===== config.mk =====
export PLATFORM = sky130hd
export DESIGN_NAME = dacog_config_bank
export DESIGN_NICKNAME = d
export VERILOG_FILES = /design/src/common/dacog_pkg.sv /design/src/logic/dacog_config_bank.sv
export VERILOG_INCLUDE_DIRS = /design/src /design/src/common
export SDC_FILE = /design/constraint.sdc
export NUM_CORES = 1
export LEC_CHECK = 0
export BUFFER_PORTS_ARGS = -buffer_cell sky130_fd_sc_hd__buf_2
export CAP_MARGIN = 20
export CORE_MARGIN = 4
export CORE_UTILIZATION = 60
export DETAILED_ROUTE_END_ITERATION = 6
export GPL_ROUTABILITY_DRIVEN = 1
export PLACE_DENSITY = 0.84
export SYNTH_ARGS = -nofsm -noshare
export SYNTH_HDL_FRONTEND = slang
export SYNTH_SLANG_ARGS = --single-unit

===== constraint.sdc =====
create_clock -name clk_sys -period 13.88 [get_ports clk_sys]
set_input_delay 3.47 -clock clk_sys [delete_from_list [all_inputs] [get_ports clk_sys]]
set_output_delay 3.47 -clock clk_sys [all_outputs]
set_load 0.02 [all_outputs]

===== src/common/dacog_defs.svh =====
// register offsets, field positions, masks and reset values of the converter configuration bank
`ifndef DACOG_DEFS_SVH
`define DACOG_DEFS_SVH

// ****************************************
// register offsets
// ****************************************
`define DACOG_OFS_I_OFFSET_LOW 7'h3c
`define DACOG_OFS_I_OFFSET_HIGH 7'h3d
`define DACOG_OFS_Q_OFFSET_LOW 7'h3e
`define DACOG_OFS_Q_OFFSET_HIGH 7'h3f
`define DACOG_OFS_I_FS_LOW 7'h40
`define DACOG_OFS_I_CONV_CTRL 7'h41
`define DACOG_OFS_I_AUX_MAG_LOW 7'h42
`define DACOG_OFS_I_AUX_CTRL 7'h43
`define DACOG_OFS_Q_FS_LOW 7'h44
`define DACOG_OFS_Q_CONV_CTRL 7'h45
`define DACOG_OFS_Q_AUX_MAG_LOW 7'h46
`define DACOG_OFS_Q_AUX_CTRL 7'h47
`define DACOG_OFS_AUX_ADC_RANGE 7'h48
`define DACOG_NUM_REGS 13

// ****************************************
// field positions
// ****************************************
`define DACOG_BIT_CONV_SLEEP 7
`define DACOG_BIT_AUX_SIGN 7
`define DACOG_BIT_AUX_DIR 6
`define DACOG_BIT_AUX_SLEEP 5
`define DACOG_MSB_HIGH_BITS 1
`define DACOG_MSB_RANGE_FS 6
`define DACOG_LSB_RANGE_FS 4
`define DACOG_MSB_RANGE_REF 3
`define DACOG_LSB_RANGE_REF 1
`define DACOG_BIT_RANGE_CAP 0

// ****************************************
// writable bit masks, reserved bits read zero
// ****************************************
`define DACOG_MASK_FULL 8'hff
`define DACOG_MASK_CONV_CTRL 8'h83
`define DACOG_MASK_AUX_CTRL 8'he3
`define DACOG_MASK_RANGE 8'h7f

// ****************************************
// reset values
// ****************************************
`define DACOG_RST_ZERO 8'h00
`define DACOG_RST_FS_LOW 8'hf9
`define DACOG_RST_CONV_CTRL 8'h01
`define DACOG_RST_RANGE 8'h02

`endif


===== src/common/dacog_pkg.sv =====
// types shared by the converter configuration bank and its users
package dacog_pkg;

	// register port request from the serial control port
	typedef struct packed
	{
		logic wr_en;
		logic rd_en;
		logic [6:0] addr;
		logic [7:0] wdata;
	} dacog_req_s;

	// per-channel analog settings
	typedef struct packed
	{
		logic conv_sleep;
		logic [9:0] fullscale_code;
		logic [9:0] aux_magnitude;
		logic aux_to_negative;
		logic aux_sink;
		logic aux_sleep;
	} dacog_chan_s;

	// auxiliary converter range settings
	typedef struct packed
	{
		logic [2:0] aux_adc_range_current;
		logic [2:0] reference_current;
		logic large_capacitor;
	} dacog_range_s;

	typedef logic [7:0] dacog_byte_t;

endpackage


===== src/logic/dacog_config_bank.sv =====
// configuration register bank with offset adders for both converter channels
`timescale 1ns/1ps
`include "dacog_defs.svh"

module dacog_config_bank
	import dacog_pkg::*;
#(
	parameter int SAMPLE_W = 16
)
(
	input wire logic clk_sys,
	input wire logic rst,
	input wire dacog_req_s reg_req,
	output logic [7:0] reg_rdata,
	output logic reg_rvalid,
	input wire logic sample_valid,
	input wire logic [SAMPLE_W-1:0] in_phase_sample,
	input wire logic [SAMPLE_W-1:0] quadrature_sample,
	output logic out_valid,
	output logic [SAMPLE_W-1:0] in_phase_out,
	output logic [SAMPLE_W-1:0] quadrature_out,
	output dacog_chan_s in_phase_cfg,
	output dacog_chan_s quadrature_cfg,
	output dacog_range_s aux_adc_range
);

	// ****************************************
	// elaboration check
	// ****************************************
	// the offsets are exactly sixteen bits wide, so other sample widths have no meaning
	if (SAMPLE_W != 16)
	begin : g_bad_width
		$error("dacog_config_bank: SAMPLE_W must be 16");
	end

	localparam logic [6:0] FIRST_OFS = `DACOG_OFS_I_OFFSET_LOW;
	localparam logic [6:0] LAST_OFS = `DACOG_OFS_AUX_ADC_RANGE;

	// ****************************************
	// register storage
	// ****************************************
	dacog_byte_t regs [`DACOG_NUM_REGS];
	dacog_byte_t next_regs [`DACOG_NUM_REGS];
	dacog_byte_t masks [`DACOG_NUM_REGS];
	logic [7:0] next_rdata;
	logic next_rvalid;
	logic hit;
	logic [3:0] idx;

	// per-register writable masks, in offset order; reset values live in the reset branch as constants
	assign masks = '{`DACOG_MASK_FULL, `DACOG_MASK_FULL, `DACOG_MASK_FULL, `DACOG_MASK_FULL,
		`DACOG_MASK_FULL, `DACOG_MASK_CONV_CTRL, `DACOG_MASK_FULL, `DACOG_MASK_AUX_CTRL,
		`DACOG_MASK_FULL, `DACOG_MASK_CONV_CTRL, `DACOG_MASK_FULL, `DACOG_MASK_AUX_CTRL,
		`DACOG_MASK_RANGE};

	// address decode: only offsets inside the bank hit
	assign hit = (reg_req.addr >= FIRST_OFS) && (reg_req.addr <= LAST_OFS);
	assign idx = 4'(reg_req.addr - FIRST_OFS);

	// write path and registered read answer; reserved bits are masked off on write
	always_comb
	begin
		for (int i = 0; i < `DACOG_NUM_REGS; i++)
		begin
			next_regs[i] = regs[i];
		end
		if (reg_req.wr_en && hit)
		begin
			next_regs[idx] = reg_req.wdata & masks[idx];
		end
		next_rvalid = reg_req.rd_en;
		next_rdata = 8'h00;
		// unmapped offsets answer zero so software never sees stale data
		if (reg_req.rd_en && hit)
		begin
			next_rdata = regs[idx];
		end
	end

	// register update, async reset to documented defaults
	always_ff @(posedge clk_sys or posedge rst)
	begin
		if (rst)
		begin
			regs <= '{`DACOG_RST_ZERO, `DACOG_RST_ZERO, `DACOG_RST_ZERO, `DACOG_RST_ZERO,
				`DACOG_RST_FS_LOW, `DACOG_RST_CONV_CTRL, `DACOG_RST_ZERO, `DACOG_RST_ZERO,
				`DACOG_RST_FS_LOW, `DACOG_RST_CONV_CTRL, `DACOG_RST_ZERO, `DACOG_RST_ZERO,
				`DACOG_RST_RANGE};
			reg_rdata <= 8'h00;
			reg_rvalid <= 1'b0;
		end
		else
		begin
			regs <= next_regs;
			reg_rdata <= next_rdata;
			reg_rvalid <= next_rvalid;
		end
	end

	// ****************************************
	// field decode
	// ****************************************
	logic [15:0] in_phase_offset;
	logic [15:0] quadrature_offset;
	dacog_chan_s next_i_cfg;
	dacog_chan_s next_q_cfg;
	dacog_range_s next_range;

	// the two offset words, assembled from their byte halves
	assign in_phase_offset = {regs[1], regs[0]};
	assign quadrature_offset = {regs[3], regs[2]};

	// channel and auxiliary settings pulled out of the stored bytes
	always_comb
	begin
		next_i_cfg.fullscale_code = {regs[5][`DACOG_MSB_HIGH_BITS:0], regs[4]};
		next_i_cfg.conv_sleep = regs[5][`DACOG_BIT_CONV_SLEEP];
		next_i_cfg.aux_magnitude = {regs[7][`DACOG_MSB_HIGH_BITS:0], regs[6]};
		next_i_cfg.aux_to_negative = regs[7][`DACOG_BIT_AUX_SIGN];
		next_i_cfg.aux_sink = regs[7][`DACOG_BIT_AUX_DIR];
		next_i_cfg.aux_sleep = regs[7][`DACOG_BIT_AUX_SLEEP];
		next_q_cfg.fullscale_code = {regs[9][`DACOG_MSB_HIGH_BITS:0], regs[8]};
		next_q_cfg.conv_sleep = regs[9][`DACOG_BIT_CONV_SLEEP];
		next_q_cfg.aux_magnitude = {regs[11][`DACOG_MSB_HIGH_BITS:0], regs[10]};
		next_q_cfg.aux_to_negative = regs[11][`DACOG_BIT_AUX_SIGN];
		next_q_cfg.aux_sink = regs[11][`DACOG_BIT_AUX_DIR];
		next_q_cfg.aux_sleep = regs[11][`DACOG_BIT_AUX_SLEEP];
		next_range.aux_adc_range_current = regs[12][`DACOG_MSB_RANGE_FS:`DACOG_LSB_RANGE_FS];
		next_range.reference_current = regs[12][`DACOG_MSB_RANGE_REF:`DACOG_LSB_RANGE_REF];
		next_range.large_capacitor = regs[12][`DACOG_BIT_RANGE_CAP];
	end

	// settings outputs registered: one cycle after the write lands
	always_ff @(posedge clk_sys or posedge rst)
	begin
		if (rst)
		begin
			in_phase_cfg <= '{1'b0, 10'h1f9, 10'h000, 1'b0, 1'b0, 1'b0};
			quadrature_cfg <= '{1'b0, 10'h1f9, 10'h000, 1'b0, 1'b0, 1'b0};
			aux_adc_range <= '{3'h0, 3'h1, 1'b0};
		end
		else
		begin
			in_phase_cfg <= next_i_cfg;
			quadrature_cfg <= next_q_cfg;
			aux_adc_range <= next_range;
		end
	end

	// ****************************************
	// offset datapath
	// ****************************************
	logic [SAMPLE_W-1:0] next_i_out;
	logic [SAMPLE_W-1:0] next_q_out;
	logic next_out_valid;

	// plain wrapping sum; a trade-off, large offsets fold over rather than clip
	always_comb
	begin
		next_out_valid = sample_valid;
		next_i_out = in_phase_out;
		next_q_out = quadrature_out;
		if (sample_valid)
		begin
			next_i_out = SAMPLE_W'(in_phase_sample + in_phase_offset);
			next_q_out = SAMPLE_W'(quadrature_sample + quadrature_offset);
		end
	end

	// one pipeline stage between the sample input and the converter
	always_ff @(posedge clk_sys or posedge rst)
	begin
		if (rst)
		begin
			out_valid <= 1'b0;
			in_phase_out <= '0;
			quadrature_out <= '0;
		end
		else
		begin
			out_valid <= next_out_valid;
			in_phase_out <= next_i_out;
			quadrature_out <= next_q_out;
		end
	end

endmodule


==> impl_metrics.py <==
metrics = {
    "floorplanning": {
        "core_um2": 15300,
        "start_util_pct": 61.7,
        "ios": 149,
        "die_w_um": 133,
        "die_height_um": 133,
        "die_area_um2": 17800,
        "rows": 45,
    },
    "synthesis": {
        "synth_area_leaders": "dfrtp_1 (45%), mux2_2 (14%), dfstp_2 (8.4%), mux4_2 (5.5%), ha_1 (4.7%)",
        "syn-num-nets": 773,
        "yosysSeqAreaShare_pct": 53.8,
        "synth-simple-area-share_pct": 8.32,
        "synthDistinctLibCells": 62,
        "synth_xor_area_share_pct": 1.95,
        "synthCells": 684,
        "yosys_warnings": 0,
        "synth_compound_area_share_pct": 8.22,
        "synthAdderAreaFrac_pct": 5.08,
        "syn_area_um2": 9410,
        "ys_ff_latch": 201,
        "yosysTopAreaCellShare_pct": 45.5,
        "synthFlopType": "dfrtp_1",
        "synth_largest_area_cell": "dfrtp_1",
        "ys_async_sr_fraction_pct": 100,
        "synth_edf_count": 0,
        "synth.avg_cell_area_um2": 13.8,
        "synth_mux_area_share_pct": 20.4,
        "synth_top_family_by_area": "multiplexers",
    },
    "sta": {
        "rsz0062_at_grt": "no",
        "fin_crit_ps": 5690,
        "report.final.hold_viol_count": 0,
        "fmax_mhz": 176,
        "worst_clock_skew_ps": 7.54,
        "tightest_slew_ps": 1050,
        "slew_viol_final": 0,
        "post-route-period-util_pct": 41.0,
        "slew_headroom_pct": 29.9,
        "setup_tns_ps": 0,
        "setup_violations": 0,
        "hold_ws_ps": 374,
        "layout_setup_ws_ps": 8190,
    },
    "setup_path": {
        "reg2regPathDepth": 8,
        "reg2reg_slack_ps": 11070,
        "critical-path-top-delay-family": "compound AO/OA/AOI/OAI gates",
        "required_ps": 14250,
        "worstSetupStartpointType": "primary input",
        "path_buf_inv": 2,
        "crit_start": "reg_req[10]",
        "cp_max_fo": 21,
        "r2r-end": "quadrature_out[14]",
        "critPathKind": "in2reg",
        "critPathMaxStageDelay_ps": 570,
        "endpoint": "next_q_cfg[4]",
        "worstPathCellList": "buf_2, inv_1, ha_1, nand2_1, a21boi_0, o21a_2, nand4b_2, mux2_2",
        "cp-end-kind": "flop",
        "crit_cells": 8,
        "crit_arrival_ps": 6060,
        "slowest_stage": "o21a_2",
        "worstReg2RegStart": "quadrature_offset[0]",
    },
    "placement": {
        "port_buffers": 148,
        "gp_congestion": 0.870,
        "dp_cells": 1015,
        "dp_hpwl_um": 15600,
        "dp_worst_setup_slack_ps": 7780,
    },
    "run_status": {
        "status": "finished clean",
    },
    "detailed_routing": {
        "wl_met1_um": 9290,
        "drt-vias-per-instance": 6.11,
        "wl_met3_um": 1560,
        "ant_nets": 0,
        "highest_layer": "met4",
        "drtIter0Drc": 447,
        "wl_per_cell_um": 21.7,
        "dr_total_vias": 6431,
        "wl_um": 22900,
        "drt_pre_antenna_iters": 5,
        "route.met2.wl_um": 11300,
        "drc_errors": 0,
    },
    "grt": {
        "grt_pass1_wl_um": 36300,
        "overflow": 0,
        "grt_pass1_vias": 6685,
        "antenna_found_initial": 0,
        "grt_usage_pct": 25.6,
        "grt_max_degree": 130,
    },
    "final_layout": {
        "drive_gt1_share_pct": 45.0,
        "syn_to_final_growth_pct": 17.4,
        "final_net_count": 916,
        "antenna_cells": 0,
        "final_common_cell": "dfrtp_1",
        "layout_common_cells": "dfrtp_1 (171), buf_2 (148), mux2_2 (121), a21oi_1 (36), ha_1 (35)",
        "final_cells": 1053,
    },
    "pwr": {
        "finalPower_mw": 1.53,
        "internal-power_mw": 1.12,
        "comb_power_share_pct": 15.9,
        "p_leak_nw": 5.46,
        "p_sw_share_pct": 26.6,
        "peakVddDrop_v": 0.000114,
        "power.share.sequential_pct": 44.3,
        "clkPwrFrac_pct": 39.8,
        "p_sw_mw": 0.406,
        "p_per_area_nw_per_um2": 138,
    },
    "cts": {
        "clockBufferDepth": 3,
        "ctsResizeCount": 0,
        "clk_latency_ps": 490,
        "cts_tree": "built",
        "cts_root_buffer": "clkbuf_16",
        "cts_hold_buffers": 0,
        "cts_buffers": 21,
        "cts.sinks": 201,
        "htreeDepth": 1,
        "cts_post_setup_buffers_inserted": 0,
        "path_clk_slew_ps": 60,
    },
    "worst_hold_path": {
        "hp-class": "reg2reg",
    },
    "job": {
        "max_cap_violations": 0,
    },
}
power groups by stage:
stage	registers, mW	clock network (mW)	logic (mW)
2_1_floorplan	0.713	0	0.131
3_3_place_gp	0.681	0	0.231
3_5_place_dp	0.685	0	0.239
4_1_cts	0.676	0.615	0.243
5_1_grt	0.682	0.639	0.262
6_report	0.676	0.607	0.243
how the worst min path moves through the flow:
stage | depth (start not counted) | slack, ps | startpoint | endpoint
3_3_place_gp | 0 | 360 | next_i_cfg[20] | in_phase_cfg[20]
6_report | 0 | 370 | next_q_cfg[21] | quadrature_cfg[21]
4_1_cts | 0 | 370 | next_q_cfg[21] | quadrature_cfg[21]
2_1_floorplan | 0 | 360 | next_range[1] | aux_adc_range[1]
5_1_grt | 0 | 380 | next_q_cfg[17] | quadrature_cfg[17]
3_5_place_dp | 0 | 360 | next_i_cfg[13] | in_phase_cfg[13]
cell families after synthesis:
kind of cell,after synthesis
xor gates and xnor gates,21
buffers and inverters,44
adders and majority gates,37
and+or+nand+nor,116
AOI/OAI and AO/OA,117
DFF,201
muxes,148
through the flow:
stage | cell area [um2] | utilization (%)
2_1_floorplan | 9410 | -
3_3_place_gp | 10300 | 67.4
3_5_place_dp | 10300 | 67.4
4_1_cts | 11000 | 72.4
5_1_grt | 11000 | 72.4
6_report | 11000 | 72.4
state kept, by name (all words and copies together), names as in the netlist:
signal and cells:
aux_adc_range 7, in_phase_cfg 24, quadrature_offset 16, regs 17
next_i_cfg 24, in_phase_offset 16, reg_rdata 8, next_q_cfg 24
out_valid 1, in_phase_out 16, quadrature_cfg 24, next_range 7
quadrature_out 16, reg_rvalid 1
synth_stat cells, types with 4 or more instances:
| library cell | instances |
|---|---|
| o31a_1 | 4 |
| o21a_1 | 5 |
| and3_1 | 8 |
| and2_1 | 13 |
| xor2_1 | 4 |
| dfstp_2 | 30 |
| dfrtp_1 | 171 |
| nor2_1 | 25 |
| mux4_2 | 23 |
| a21oi_1 | 36 |
| o21ai_0 | 20 |
| buf_2 | 8 |
| nand4_4 | 6 |
| xnor2_1 | 17 |
| a21o_1 | 4 |
| nand3_1 | 9 |
| o21bai_1 | 4 |
| inv_1 | 13 |
| clkbuf_1 | 18 |
| nor3_1 | 8 |
| nand2_1 | 20 |
| a211oi_1 | 18 |
| mux2_2 | 121 |
| ha_1 | 35 |
| o211ai_1 | 5 |
per-layer routing:
metal	GRT usage, %	up-vias
met5	0	-
met4	9.09	0
met3	3.78	59
met2	42.5	304
met1	34.9	3227
li1	-	2841
final cells by class:
| class | count | area, um2 |
|---|---|---|
| clock inverters | 9 | 151 |
| multi-input cells | 439 | 4140 |
| clock buffers | 29 | 606 |
| repair buffers | 151 | 763 |
| flip-flops and latches | 201 | 5070 |
| fillers | 974 | 4210 |
| well taps | 211 | 264 |
| inverters | 13 | 56.3 |
(Power assumes the default switching activity.)
